[config.mk]
export PLATFORM = sky130hd
export DESIGN_NAME = eba_alu
export DESIGN_NICKNAME = d
export VERILOG_FILES = /design/src/hdl/eba_pkg.sv /design/src/hdl/eba_op_unit.sv /design/src/hdl/eba_alu.sv
export SDC_FILE = /design/constraint.sdc
export NUM_CORES = 1
export LEC_CHECK = 0
export ABC_AREA = 1
export BUFFER_PORTS_ARGS = -buffer_cell sky130_fd_sc_hd__buf_2
export CAP_MARGIN = 5
export CORE_MARGIN = 5
export CORE_UTILIZATION = 55
export CTS_CLUSTER_DIAMETER = 30
export CTS_CLUSTER_SIZE = 25
export DETAILED_ROUTE_END_ITERATION = 10
export GPL_ROUTABILITY_DRIVEN = 0
export PLACE_DENSITY = 0.78
export SYNTH_ARGS = -nofsm -noshare
export SYNTH_HDL_FRONTEND = slang
export SYNTH_SLANG_ARGS = --single-unit
[constraint.sdc]
create_clock -name mclk -period 2.3 [get_ports mclk]
set_clock_uncertainty 0.05 [all_clocks]
set_input_delay 0.69 -clock mclk [delete_from_list [all_inputs] [get_ports mclk]]
set_output_delay 0.69 -clock mclk [all_outputs]
set_load 0.005 [all_outputs]
[src/hdl/eba_pkg.sv]
// Purpose: Shared types and constants for the 8-bit subtract/logic/compare datapath
// Assumes: One instruction clock equals one mclk period
// Notes:   Clock and byte counts per operand form live here; the bench works out its own copy

package eba_pkg;

   // ----------------------------------------------------------------
   // Operations and operand forms
   // ----------------------------------------------------------------
   typedef enum logic [2:0]
   {
      EBA_OP_SUB = 3'h0,
      EBA_OP_SUBTRACT_BORROW_OP = 3'h1,
      EBA_OP_AND = 3'h2,
      EBA_OP_OR = 3'h3,
      EBA_OP_XOR = 3'h4,
      EBA_OP_CMP = 3'h5
   } eba_op_t;

   typedef enum logic [3:0]
   {
      EBA_FORM_A_IMM = 4'h0,      // Accumulator, immediate byte
      EBA_FORM_SADDR_IMM = 4'h1,  // Short direct address, immediate byte
      EBA_FORM_A_REG = 4'h2,      // Accumulator, general register
      EBA_FORM_REG_A = 4'h3,      // General register, accumulator
      EBA_FORM_A_SADDR = 4'h4,    // Accumulator, short direct address
      EBA_FORM_A_ABS = 4'h5,      // Accumulator, absolute_address
      EBA_FORM_A_PTR = 4'h6,      // Accumulator, pointer_pair indirect
      EBA_FORM_A_PTR_BYTE = 4'h7, // Pointer pair plus immediate byte
      EBA_FORM_A_PTR_B = 4'h8,    // Pointer pair plus register B
      EBA_FORM_A_PTR_C = 4'h9     // Pointer pair plus register C
   } eba_form_t;

   typedef enum logic [1:0]
   {
      EBA_ST_IDLE = 2'b01,
      EBA_ST_RUN = 2'b10
   } eba_state_t;

   // ----------------------------------------------------------------
   // Widths, reset values, register index
   // ----------------------------------------------------------------
   localparam int EBA_DW = 8;
   localparam int EBA_CW = 5;
   localparam logic [2:0] EBA_REG_IDX_ACC = 3'h1;
   localparam logic [7:0] EBA_RESULT_RST = 8'h00;
   localparam logic EBA_FLAG_RST = 1'b0;
   localparam logic [1:0] EBA_SYNC_RST = 2'h0;
   localparam logic [4:0] EBA_CNT_RST = 5'h00;
   localparam logic [1:0] EBA_BYTES_RST = 2'h0;

   // ----------------------------------------------------------------
   // Byte counts
   // ----------------------------------------------------------------
   localparam logic [1:0] EBA_BYTES_ONE = 2'h1;
   localparam logic [1:0] EBA_BYTES_TWO = 2'h2;
   localparam logic [1:0] EBA_BYTES_THREE = 2'h3;

   // ----------------------------------------------------------------
   // Clock counts: fast column is high-speed RAM or no data access
   // ----------------------------------------------------------------
   localparam logic [4:0] EBA_CLK_SHORT = 5'h04;
   localparam logic [4:0] EBA_CLK_SADDR_IMM_FAST = 5'h06;
   localparam logic [4:0] EBA_CLK_SADDR_IMM_SLOW = 5'h08;
   localparam logic [4:0] EBA_CLK_A_SADDR_SLOW = 5'h05;
   localparam logic [4:0] EBA_CLK_LONG_FAST = 5'h08;
   localparam logic [4:0] EBA_CLK_LONG_SLOW = 5'h09;
   localparam logic [4:0] EBA_CLK_PTR_SLOW = 5'h05;

endpackage : eba_pkg

[src/hdl/eba_op_unit.sv]
// Purpose: Combinational 8-bit subtract and logic unit with flag results
// Assumes: Carry input is the current carry flag
// Notes:   Caller decides which flags are kept

module eba_op_unit
(
   input wire eba_pkg::eba_op_t op,
   input wire logic [7:0] opa,
   input wire logic [7:0] opb,
   input wire logic cin,
   output logic [7:0] res,
   output logic borrow,
   output logic half_borrow,
   output logic is_zero
);

   logic [8:0] diff;
   logic [4:0] low_diff;
   logic bin;

   // ----------------------------------------------------------------
   // Arithmetic and logic
   // ----------------------------------------------------------------
   // Borrow in only for subtract with borrow
   always_comb
   begin
      bin = (op == eba_pkg::EBA_OP_SUBTRACT_BORROW_OP) ? cin : 1'b0;
      diff = {1'b0, opa} - {1'b0, opb} - {8'h00, bin};
      low_diff = {1'b0, opa[3:0]} - {1'b0, opb[3:0]} - {4'h0, bin};
      borrow = diff[8];
      half_borrow = low_diff[4];
      case (op)
         eba_pkg::EBA_OP_AND: res = opa & opb;
         eba_pkg::EBA_OP_OR: res = opa | opb;
         eba_pkg::EBA_OP_XOR: res = opa ^ opb;
         default: res = diff[7:0];
      endcase
      is_zero = (res == 8'h00);
   end

endmodule : eba_op_unit

[src/hdl/eba_alu.sv]
// Purpose: Sequenced 8-bit subtract, logic and compare execution with timing
// Assumes: mclk is the CPU clock picked by processor_clock_select_reg
// Notes:   Operand fetch and write-back are done by the core's access path
//
// Functional notes
// RULE1: One instruction clock is one mclk period
// RULE2: Counts are for internal ROM programs
// RULE3: Non high-speed RAM data uses slow column
// RULE4: High-speed RAM or no access uses fast
// RULE5: External reads add configured read waits
// RULE6: Accumulator immediate: 2 bytes, 4 clocks
// RULE7: Short direct immediate: 3 bytes, 6/8 clocks
// RULE8: Register forms 2 bytes, 4 clocks, r not A; only the accumulator-first form is refused
// RULE9: Accumulator short direct: 2 bytes, 4/5 clocks
// RULE10: Absolute source: 3 bytes, 8/9+n clocks
// RULE11: Pointer indirect: 1 byte, 4/5+n clocks
// RULE12: Indexed indirect: 2 bytes, 8/9+n clocks
// RULE13: Subtract stores difference, borrow to carry
// RULE14: Subtract with borrow also subtracts carry
// RULE15: AND updates zero flag only
// RULE16: OR updates zero flag only
// RULE17: XOR updates zero flag only
// RULE18: Compare sets flags, writes nothing

module eba_alu
(
   input wire logic mclk,
   input wire logic resetn,
   input wire logic start,
   input wire eba_pkg::eba_op_t op,
   input wire eba_pkg::eba_form_t form,
   input wire logic [2:0] reg_sel,
   input wire logic [7:0] first_operand,
   input wire logic [7:0] second_operand,
   input wire logic data_in_hram,
   input wire logic [3:0] read_waits,
   output logic busy,
   output logic done,
   output logic illegal_q,
   output logic [7:0] result_q,
   output logic write_back_q,
   output logic carry_flag_q,
   output logic aux_carry_flag_q,
   output logic zero_flag_q,
   output logic [1:0] instr_bytes_q,
   output logic [4:0] instr_clocks_q
);

   // ----------------------------------------------------------------
   // Decode functions
   // ----------------------------------------------------------------
   // Instruction length in bytes
   function automatic logic [1:0] fn_bytes(input eba_pkg::eba_form_t f);
      case (f)
         eba_pkg::EBA_FORM_A_PTR: fn_bytes = eba_pkg::EBA_BYTES_ONE; // [RULE11]
         eba_pkg::EBA_FORM_SADDR_IMM,
         eba_pkg::EBA_FORM_A_ABS: fn_bytes = eba_pkg::EBA_BYTES_THREE; // [RULE7] [RULE10]
         default: fn_bytes = eba_pkg::EBA_BYTES_TWO; // [RULE6] [RULE8] [RULE9] [RULE12]
      endcase
   endfunction : fn_bytes

   // Forms whose data read may land in the external expansion area
   function automatic logic fn_ext_read(input eba_pkg::eba_form_t f);
      case (f)
         eba_pkg::EBA_FORM_A_ABS,
         eba_pkg::EBA_FORM_A_PTR,
         eba_pkg::EBA_FORM_A_PTR_BYTE,
         eba_pkg::EBA_FORM_A_PTR_B,
         eba_pkg::EBA_FORM_A_PTR_C: fn_ext_read = 1'b1;
         default: fn_ext_read = 1'b0;
      endcase
   endfunction : fn_ext_read

   // Clock count; slow column only when the data is not in high-speed RAM
   function automatic logic [4:0] fn_clocks(input eba_pkg::eba_form_t f, input logic hram,
                                            input logic [3:0] waits);
      logic [4:0] base;
      base = eba_pkg::EBA_CLK_SHORT;
      case (f)
         eba_pkg::EBA_FORM_SADDR_IMM:
            base = hram ? eba_pkg::EBA_CLK_SADDR_IMM_FAST
                        : eba_pkg::EBA_CLK_SADDR_IMM_SLOW; // [RULE7] [RULE3] [RULE4]
         eba_pkg::EBA_FORM_A_SADDR:
            base = hram ? eba_pkg::EBA_CLK_SHORT
                        : eba_pkg::EBA_CLK_A_SADDR_SLOW; // [RULE9]
         eba_pkg::EBA_FORM_A_PTR:
            base = hram ? eba_pkg::EBA_CLK_SHORT
                        : eba_pkg::EBA_CLK_PTR_SLOW; // [RULE11]
         eba_pkg::EBA_FORM_A_ABS,
         eba_pkg::EBA_FORM_A_PTR_BYTE,
         eba_pkg::EBA_FORM_A_PTR_B,
         eba_pkg::EBA_FORM_A_PTR_C:
            base = hram ? eba_pkg::EBA_CLK_LONG_FAST
                        : eba_pkg::EBA_CLK_LONG_SLOW; // [RULE10] [RULE12]
         default:
            base = eba_pkg::EBA_CLK_SHORT; // No data access: fast column [RULE4] [RULE6] [RULE8]
      endcase
      // Read waits stretch only external reads [RULE5]
      if (!hram && fn_ext_read(f))
         fn_clocks = base + {1'b0, waits};
      else
         fn_clocks = base;
   endfunction : fn_clocks

   // ----------------------------------------------------------------
   // Reset release
   // ----------------------------------------------------------------
   logic [1:0] rst_sync_q;
   logic rst_n_q;

   // Two-stage release so all state leaves reset on one edge
   always_ff @(posedge mclk or negedge resetn)
   begin
      if (!resetn)
         rst_sync_q <= eba_pkg::EBA_SYNC_RST;
      else
         rst_sync_q <= {rst_sync_q[0], 1'b1};
   end
   assign rst_n_q = rst_sync_q[1];

   // ----------------------------------------------------------------
   // Sequencer
   // ----------------------------------------------------------------
   eba_pkg::eba_state_t state_q, state_d;
   logic [4:0] cnt_q, cnt_d;
   logic [4:0] clocks_d;
   logic [1:0] bytes_d;
   logic bad_reg;
   logic accept;
   logic illegal_d;

   // Accumulator-first register form may not name the accumulator [RULE8]
   assign bad_reg = (form == eba_pkg::EBA_FORM_A_REG) && (reg_sel == eba_pkg::EBA_REG_IDX_ACC);
   assign busy = (state_q == eba_pkg::EBA_ST_RUN);
   assign accept = start && !busy && !bad_reg;
   // Last instruction clock of the instruction
   assign done = busy && (cnt_q == eba_pkg::EBA_CNT_RST);

   // Next state; each mclk is one instruction clock [RULE1] [RULE2]
   always_comb
   begin
      state_d = state_q;
      cnt_d = cnt_q;
      clocks_d = instr_clocks_q;
      bytes_d = instr_bytes_q;
      illegal_d = start && !busy && bad_reg;
      case (state_q)
         eba_pkg::EBA_ST_IDLE:
         begin
            if (accept)
            begin
               clocks_d = fn_clocks(form, data_in_hram, read_waits);
               bytes_d = fn_bytes(form);
               cnt_d = clocks_d - 5'h01;
               state_d = eba_pkg::EBA_ST_RUN;
            end
         end
         eba_pkg::EBA_ST_RUN:
         begin
            if (done)
               state_d = eba_pkg::EBA_ST_IDLE;
            else
               cnt_d = cnt_q - 5'h01;
         end
         default:
         begin
            state_d = eba_pkg::EBA_ST_IDLE;
            cnt_d = eba_pkg::EBA_CNT_RST;
         end
      endcase
   end

   // Sequencer registers
   always_ff @(posedge mclk or negedge rst_n_q)
   begin
      if (!rst_n_q)
      begin
         state_q <= eba_pkg::EBA_ST_IDLE;
         cnt_q <= eba_pkg::EBA_CNT_RST;
         instr_clocks_q <= eba_pkg::EBA_CNT_RST;
         instr_bytes_q <= eba_pkg::EBA_BYTES_RST;
         illegal_q <= eba_pkg::EBA_FLAG_RST;
      end
      else
      begin
         state_q <= state_d;
         cnt_q <= cnt_d;
         instr_clocks_q <= clocks_d;
         instr_bytes_q <= bytes_d;
         illegal_q <= illegal_d;
      end
   end

   // ----------------------------------------------------------------
   // Operand capture and result
   // ----------------------------------------------------------------
   eba_pkg::eba_op_t op_q, op_d;
   logic [7:0] opa_q, opa_d;
   logic [7:0] opb_q, opb_d;
   logic [7:0] unit_res;
   logic unit_borrow;
   logic unit_half;
   logic unit_zero;
   logic [7:0] result_d;
   logic write_back_d;
   logic carry_d;
   logic aux_d;
   logic zero_d;
   logic arith_op;

   // Operands are held so the core may change its inputs while busy
   always_comb
   begin
      op_d = accept ? op : op_q;
      opa_d = accept ? first_operand : opa_q;
      opb_d = accept ? second_operand : opb_q;
   end

   eba_op_unit u_op
   (
      .op(op_q),
      .opa(opa_q),
      .opb(opb_q),
      .cin(carry_flag_q),
      .res(unit_res),
      .borrow(unit_borrow),
      .half_borrow(unit_half),
      .is_zero(unit_zero)
   );

   assign arith_op = (op_q == eba_pkg::EBA_OP_SUB) ||
                     (op_q == eba_pkg::EBA_OP_SUBTRACT_BORROW_OP) ||
                     (op_q == eba_pkg::EBA_OP_CMP);

   // Flags and result change only on the last instruction clock
   always_comb
   begin
      result_d = result_q;
      write_back_d = 1'b0;
      carry_d = carry_flag_q;
      aux_d = aux_carry_flag_q;
      zero_d = zero_flag_q;
      if (done)
      begin
         zero_d = unit_zero; // [RULE13] [RULE15] [RULE16] [RULE17]
         if (arith_op)
         begin
            carry_d = unit_borrow; // [RULE13] [RULE14] [RULE18]
            aux_d = unit_half;
         end
         // Compare leaves the destination untouched [RULE18]
         if (op_q != eba_pkg::EBA_OP_CMP)
         begin
            result_d = unit_res; // [RULE13] [RULE14]
            write_back_d = 1'b1;
         end
      end
   end

   // Datapath registers
   always_ff @(posedge mclk or negedge rst_n_q)
   begin
      if (!rst_n_q)
      begin
         op_q <= eba_pkg::EBA_OP_SUB;
         opa_q <= eba_pkg::EBA_RESULT_RST;
         opb_q <= eba_pkg::EBA_RESULT_RST;
         result_q <= eba_pkg::EBA_RESULT_RST;
         write_back_q <= eba_pkg::EBA_FLAG_RST;
         carry_flag_q <= eba_pkg::EBA_FLAG_RST;
         aux_carry_flag_q <= eba_pkg::EBA_FLAG_RST;
         zero_flag_q <= eba_pkg::EBA_FLAG_RST;
      end
      else
      begin
         op_q <= op_d;
         opa_q <= opa_d;
         opb_q <= opb_d;
         result_q <= result_d;
         write_back_q <= write_back_d;
         carry_flag_q <= carry_d;
         aux_carry_flag_q <= aux_d;
         zero_flag_q <= zero_d;
      end
   end
endmodule : eba_alu

# After elaboration in Yosys (flattened, before gate mapping)
# Cells that the tools add are included.
# Widths: inputs -> output; s select.
[word_totals]
in_bits = 34
word_cells = 90
reg_bits = 48
out_inout_bits = 22
[classes]
addsub = 7
muxes = 23
bitwise_logic = 3
n_eq_ne = 20
n_reduce_logical = 23
[ops]
columns = ["op", "count"]
rows = [
  ["$mux 5", 7],
  ["$pmux 8 s3", 1],
  ["$eq 4x3->1 const B", 4],
  ["$pmux 4 s3", 1],
  ["$pmux 5 s2", 1],
  ["$reduce_and 2->1", 5],
  ["$sub 5x1->5 const B", 2],
  ["$sub 8x8->9", 1],
  ["$sub 9x1->9", 1],
  ["$and 8x8->8", 1],
  ["$eq 4x4->1 const B", 2],
  ["$logic_not 8->1", 1],
  ["$mux 1", 8],
  ["$or 8x8->8", 1],
  ["$pmux 2 s2", 2],
  ["$xor 8x8->8", 1],
  ["$eq 3x1->1 const B", 2],
  ["$eq 3x2->1 const B", 2],
  ["$eq 3x3->1 const B", 2],
  ["$logic_and 1x1->1", 6],
  ["$add 5x4->5", 1],
  ["$logic_not 5->1", 1],
  ["$reduce_or 5->1", 1],
  ["$sub 4x4->5", 1],
  ["15 further kinds", 21],
]

# Depth between registers and ports, before layout
[logic_depth]
word_depth = 13
ltp_mapped = 17
depth_no_buf = 17

# By module
# A second synthesis with hierarchy kept.
[hier_totals]
hier_cells = 475
area_unflattened_um2 = 3534.6
[modules_own_cells]
columns = ["module", "area_each_um2", "n_inst", "cells_each", "seq_area_each_um2"]
rows = [
  ["eba_alu", 2392.3, 1, 279, 1202.4],
  ["eba_op_unit", 1142.3, 1, 196, 0.0],
]

# Worst setup path before layout
# OpenSTA, ideal clock, no wires.
[synth_timing]
kind = "in2reg"
start = "input port form[1]"
end = "register cnt_q[4]"
slack_ns = -0.247
stages = 16
required_ns = 2.133
t_arrival_ns = 2.380
setup_time_ns = 0.117
cell_sequence = "nor2_1 > nand2_2 > nand2_2 > nand2_2 > inv_2 > ha_1 > fa_1 > nand3_1 > nand3_1 > nand2_1 > ha_1 > inv_1 > nor2_1 > nand3_1 > nand3_1 > nand2_1"
[synth_between]
elab_chain_cells = 12
elab_cells_between_ends = 30
cone_classes = "add/sub (2); eq/ne (9); mux (11); reduce/logical (8)"
[synth_lines]
columns = ["item", "line_no", "rtl"]
rows = [
  ["from (decl)", "eba_alu.sv:31", "input wire eba_pkg::eba_form_t form,"],
  ["$eq 4x3->1, or another cell as far along", "eba_alu.sv:64, eba_alu.sv:79", ""],
  ["$reduce_or 4->1, or another cell as far along", "eba_alu.sv:79", "case (f)"],
  ["$pmux 4 s3 / $mux 1 (equally long branches)", "eba_alu.sv:79, eba_alu.sv:64", ""],
  ["$mux 5 / $mux 1 (equally long branches)", "eba_alu.sv:150", "if (accept)"],
  ["$mux 5 / $mux 1 (equally long branches)", "eba_alu.sv:147", "case (state_q)"],
  ["$add 5x4->5 / $logic_and 1x1->1 (equally long branches)", "eba_alu.sv:100, eba_alu.sv:99", ""],
  ["$mux 5", "eba_alu.sv:99", "if (!hram && fn_ext_read(f))"],
  ["$mux 5", "eba_alu.sv:150", ""],
  ["$mux 5", "eba_alu.sv:147", ""],
  ["$sub 5x1->5", "eba_alu.sv:154", "cnt_d = clocks_d - 5'h01;"],
  ["$mux 5", "eba_alu.sv:150", ""],
  ["$pmux 5 s2", "eba_alu.sv:147", ""],
  ["to (signal assigned)", "eba_alu.sv:179", "cnt_q <= eba_pkg::EBA_CNT_RST;"],
  ["to (signal assigned)", "eba_alu.sv:187", "cnt_q <= cnt_d;"],
  ["to (decl)", "eba_alu.sv:125", "logic [4:0] cnt_q, cnt_d;"],
]
# Several ways; a longest one is shown, not always the timed one. The select of a mux whose other input is x is not followed.
# A chain may end at the register's enable or synchronous reset.

# Final worst setup path
[layout_timing]
start = "register op_q[1]"
end = "register zero_flag_q"
[layout_between]
elab_chain_cells = 5
elab_cells_between_ends = 8
cone_classes = "add/sub (1); eq/ne (4); mux (2); reduce/logical (1)"
[layout_lines]
columns = ["item", "line_no", "rtl"]
rows = [
  ["from (decl)", "eba_alu.sv:197", "eba_pkg::eba_op_t op_q, op_d;"],
  ["from (signal assigned)", "eba_alu.sv:265", "op_q <= eba_pkg::EBA_OP_SUB;"],
  ["from (signal assigned)", "eba_alu.sv:276", "op_q <= op_d;"],
  ["$eq 3x1->1", "eba_op_unit.sv:27", "bin = (op == eba_pkg::EBA_OP_SUBTRACT_BORROW_OP) ? cin : 1'b0;"],
  ["$mux 1", "eba_op_unit.sv:27", ""],
  ["$sub 9x1->9", "eba_op_unit.sv:28", "diff = {1'b0, opa} - {1'b0, opb} - {8'h00, bin};"],
  ["$pmux 8 s3 *", "eba_op_unit.sv:32", "case (op)"],
  ["$logic_not 8->1 *", "eba_op_unit.sv:38", "is_zero = (res == 8'h00);"],
  ["to (signal assigned)", "eba_alu.sv:272", "zero_flag_q <= eba_pkg::EBA_FLAG_RST;"],
  ["to (signal assigned)", "eba_alu.sv:283", "zero_flag_q <= zero_d;"],
  ["to (decl)", "eba_alu.sv:44", "output logic zero_flag_q,"],
]
# Mark *: on every way between the ends. The rest lies on a longest branch, timed or not.

==> results.toml <==
[floorplan]
ios = 56
rows = 28
die_y_um = 87.70
core-area_sq_um = 5886
initial_utilization_pct = 56.42
die_area_sq_um = 7691
die_x_um = 87.70

[timing]
fin_tns_setup_ns = -0.4788
setup_viol = 5
maxSlewViolCount = 0
hold_viol_final = 0
grt_setup_unrepaired = "yes"
whs_ns = 0.08416
fin_crit_ns = 2.532
worst_slack_ns = -0.2323
finalCritPeriodShare_pct = 110.1
fmax_mhz = 394.9

[clock_network]
clock_sinks = 48
cts_made_buffers = 5
cts_root_buf = "clkbuf_8"
clk_latency_ns = 0.31
clk_pin_slew_ns = 0.10
cts_tree = "done"
h-tree-depth = 2
hold_buffers = 0
clockBufferDepth = 2

[global_route]
antenna_found_initial = 0
overflow = 0
grt_max_degree = 39
first_global_vias = 3324
grt_usage_pct = 23.40
grt_pass1_wl_mm = 14.51

[logic_synthesis]
synth-seq-cells = 48
synth_edf_count = 0
synth.distinct_cells = 33
synth_cells = 435
syn_nets = 510
ys_async_sr_fraction_pct = 100.0
yosysWarnings = 0
synth-main-ff-cell = "dfrtp_1"
syn-cell-area_sq_um = 3321
avgSynthCellArea_sq_um = 7.634
ys_seq_area_share_pct = 36.21

[power_and_ir_drop]
vdd_drop_max_mv = 0.5854
leakage_nw = 2.370
p_per_area_nw_per_um2 = 1035

[cells_and_area]
antenna_cells = 0
final-instance-count-excl-fill = 614
design_area_sq_um = 4423
drive_above_1_share_pct = 34.14
syn_to_final_growth_pct = 33.20
final_nets = 613

[critical_path]
worstSetupPathType = "flop to flop"
crit_required_ns = 2.51
critical_path_arrival_ns = 2.74
cp-start-kind = "flop"
cp_max_fo = 3
crit_path_end_kind = "flop"
reg2reg_slack_ns = -0.23

[detailed_routing]
ant_nets = 0
avgRoutedWirePerCell_um = 14.68
drt_iter0_markers = 125
viasPerCell = 5.394
wl_mm = 9.014
vias = 3312
drc = 0
drt-pass1-iter-count = 5

[outcome]
violations = "setup timing"
status = "finished with violations"

[run]
maxCapViolCount = 0

[placement]
port_buffers = 55
pre_cts_ws_ns = -0.4220
dpl-instance-area_sq_um = 3976
place_inst = 593
dp_hpwl_mm = 6.217

[min_path]
hold_class = "input port to async pin"
[layout by cell type (no fill, tap or decap), types with 4 or more instances in the layout]
| cell | count |
|---|---|
| inv_1 | 51 |
| inv_2 | 10 |
| o21ai_1 | 11 |
| buf_4 | 47 |
| nand2_1 | 89 |
| ha_4 | 5 |
| nor2_4 | 5 |
| nor2_1 | 35 |
| o21ai_0 | 10 |
| buf_2 | 52 |
| a21oi_1 | 28 |
| nand3_2 | 11 |
| o21ai_2 | 4 |
| clkbuf_8 | 5 |
| nor2_2 | 5 |
| ha_1 | 32 |
| nand4_1 | 5 |
| nand2_2 | 13 |
| nand3_1 | 27 |
| dfrtp_1 | 46 |
[power by group]
part	leakage [nW]	internal [mW]	switching, mW	total, mW
Combinational	1.74	1.11	1.52	2.63
Clock	0.0548	0.328	0.323	0.652
Sequential	0.580	1.11	0.184	1.30
[layer usage]
| layer | global-route usage, % | routed length [um] | vias up |
|---|---|---|---|
| met1 | 26.20 | 3404 | 1569 |
| met3 | 3.293 | 511 | 28 |
| li1 | - | - | 1613 |
| met5 | 0 | 0 | - |
| met2 | 44.18 | 4871 | 102 |
| met4 | 9.344 | 227 | 0 |
[state kept, by name, summed over array words and instances (netlist names), 2 cells and up]
register	count
opa_q	8
opb_q	8
result_q	8
cnt_q	5
instr_clocks_q	5
op_q	3
instr_bytes_q	2
rst_sync_q	2
state_q	2
[cells in the mapped netlist (2+ instances only)]
| master | number | area, sq um |
|---|---|---|
| nand3_1 | 36 | 180.2 |
| a21oi_1 | 31 | 155.2 |
| inv_1 | 53 | 198.9 |
| ha_1 | 38 | 475.5 |
| nand3b_1 | 2 | 15.01 |
| nor3_1 | 2 | 10.01 |
| nand4_1 | 5 | 31.28 |
| dfrtp_1 | 47 | 1176 |
| nand3_2 | 3 | 30.03 |
| nand2_1 | 98 | 367.9 |
| o21ai_0 | 14 | 70.07 |
| nand2_2 | 6 | 37.54 |
| o21ai_1 | 11 | 55.05 |
| buf_4 | 2 | 15.01 |
| nor2_2 | 5 | 31.28 |
| o2111ai_1 | 2 | 17.52 |
| buf_2 | 6 | 30.03 |
| inv_2 | 9 | 33.78 |
| or2_2 | 3 | 18.77 |
| nor2_1 | 40 | 150.1 |
| o211ai_1 | 2 | 15.01 |
| fa_1 | 3 | 60.06 |
| xor2_1 | 4 | 35.03 |
| o21bai_1 | 2 | 15.01 |
| xnor2_1 | 2 | 17.52 |
| a31oi_1 | 2 | 12.51 |
[worst max-delay path, cell delays in order (launching register included)]
cell and delay (ns):
dfrtp_1 0.42, nor2_4 0.13, nand3_2 0.08, fa_2 0.36, fa_2 0.40, o21ai_1 0.14
nand2_1 0.12, xor2_1 0.23, nand2_1 0.11, nand2_2 0.11, nand3_2 0.07, nor2_2 0.11
nand3_1 0.07, nand2_1 0.07
[final cells by class]
| type | instances | area [sq um] |
|---|---|---|
| Clock inverter | 3 | 46.29 |
| Sequential cell | 48 | 1204 |
| Inverter | 62 | 240.2 |
| Fill cell | 431 | 1463 |
| Tap cell | 75 | 93.84 |
| Timing Repair Buffer | 104 | 689.4 |
| Clock buffer | 5 | 68.82 |
| Multi-Input combinational cell | 317 | 2081 |
[path summary, 6_finish.rpt]
| kind | start | to | depth (start not counted) |
|---|---|---|---|
| max | op_q[1] | zero_flag_q | 13 |
| min | resetn | rst_sync_q[0] | 1 |
| max reg2reg | op_q[1] | zero_flag_q | 13 |
| min reg2reg | rst_sync_q[1] | op_q[0] | 0 |
| max in group asynchronous | rst_sync_q[1] | state_q[0] | 1 |
| min in group mclk | rst_sync_q[0] | rst_sync_q[1] | 0 |
[stage by stage]
| stage | power (mW) | util [%] |
|---|---|---|
| 3_3_place_gp | 3.472 | 67.56 |
| 4_1_cts | 4.365 | 72.64 |
| 2_1_floorplan | 2.795 | - |
| 6_report | 4.578 | 75.15 |
| 5_1_grt | 4.939 | 75.15 |
| 3_5_place_dp | 3.546 | 67.56 |
[timing repair]
action	4_1_cts	5_1_grt
hold endpoints to repair	0	0
pin swaps	20	28
buffers inserted	11	2
endpoints found under the setup margin	9	14
resized for setup	30	31
[cell families (layout without fill, tap and decap cells)]
group                    count (synthesis)  count (layout)  share of synthesized area [%]
AND/OR/NAND/NOR                        201             201                          26.49
buffers and inverters                   70             174                          8.365
AO/OA/AOI/OAI                           68              68                          11.12
flip-flops                              48              48                          36.21
adder cells (fa/ha/maj)                 41              41                          16.13
XOR/XNOR                                 6               6                          1.583
other                                    1               1                         0.1129
Note: power is estimated with default switching activity, not from simulation.
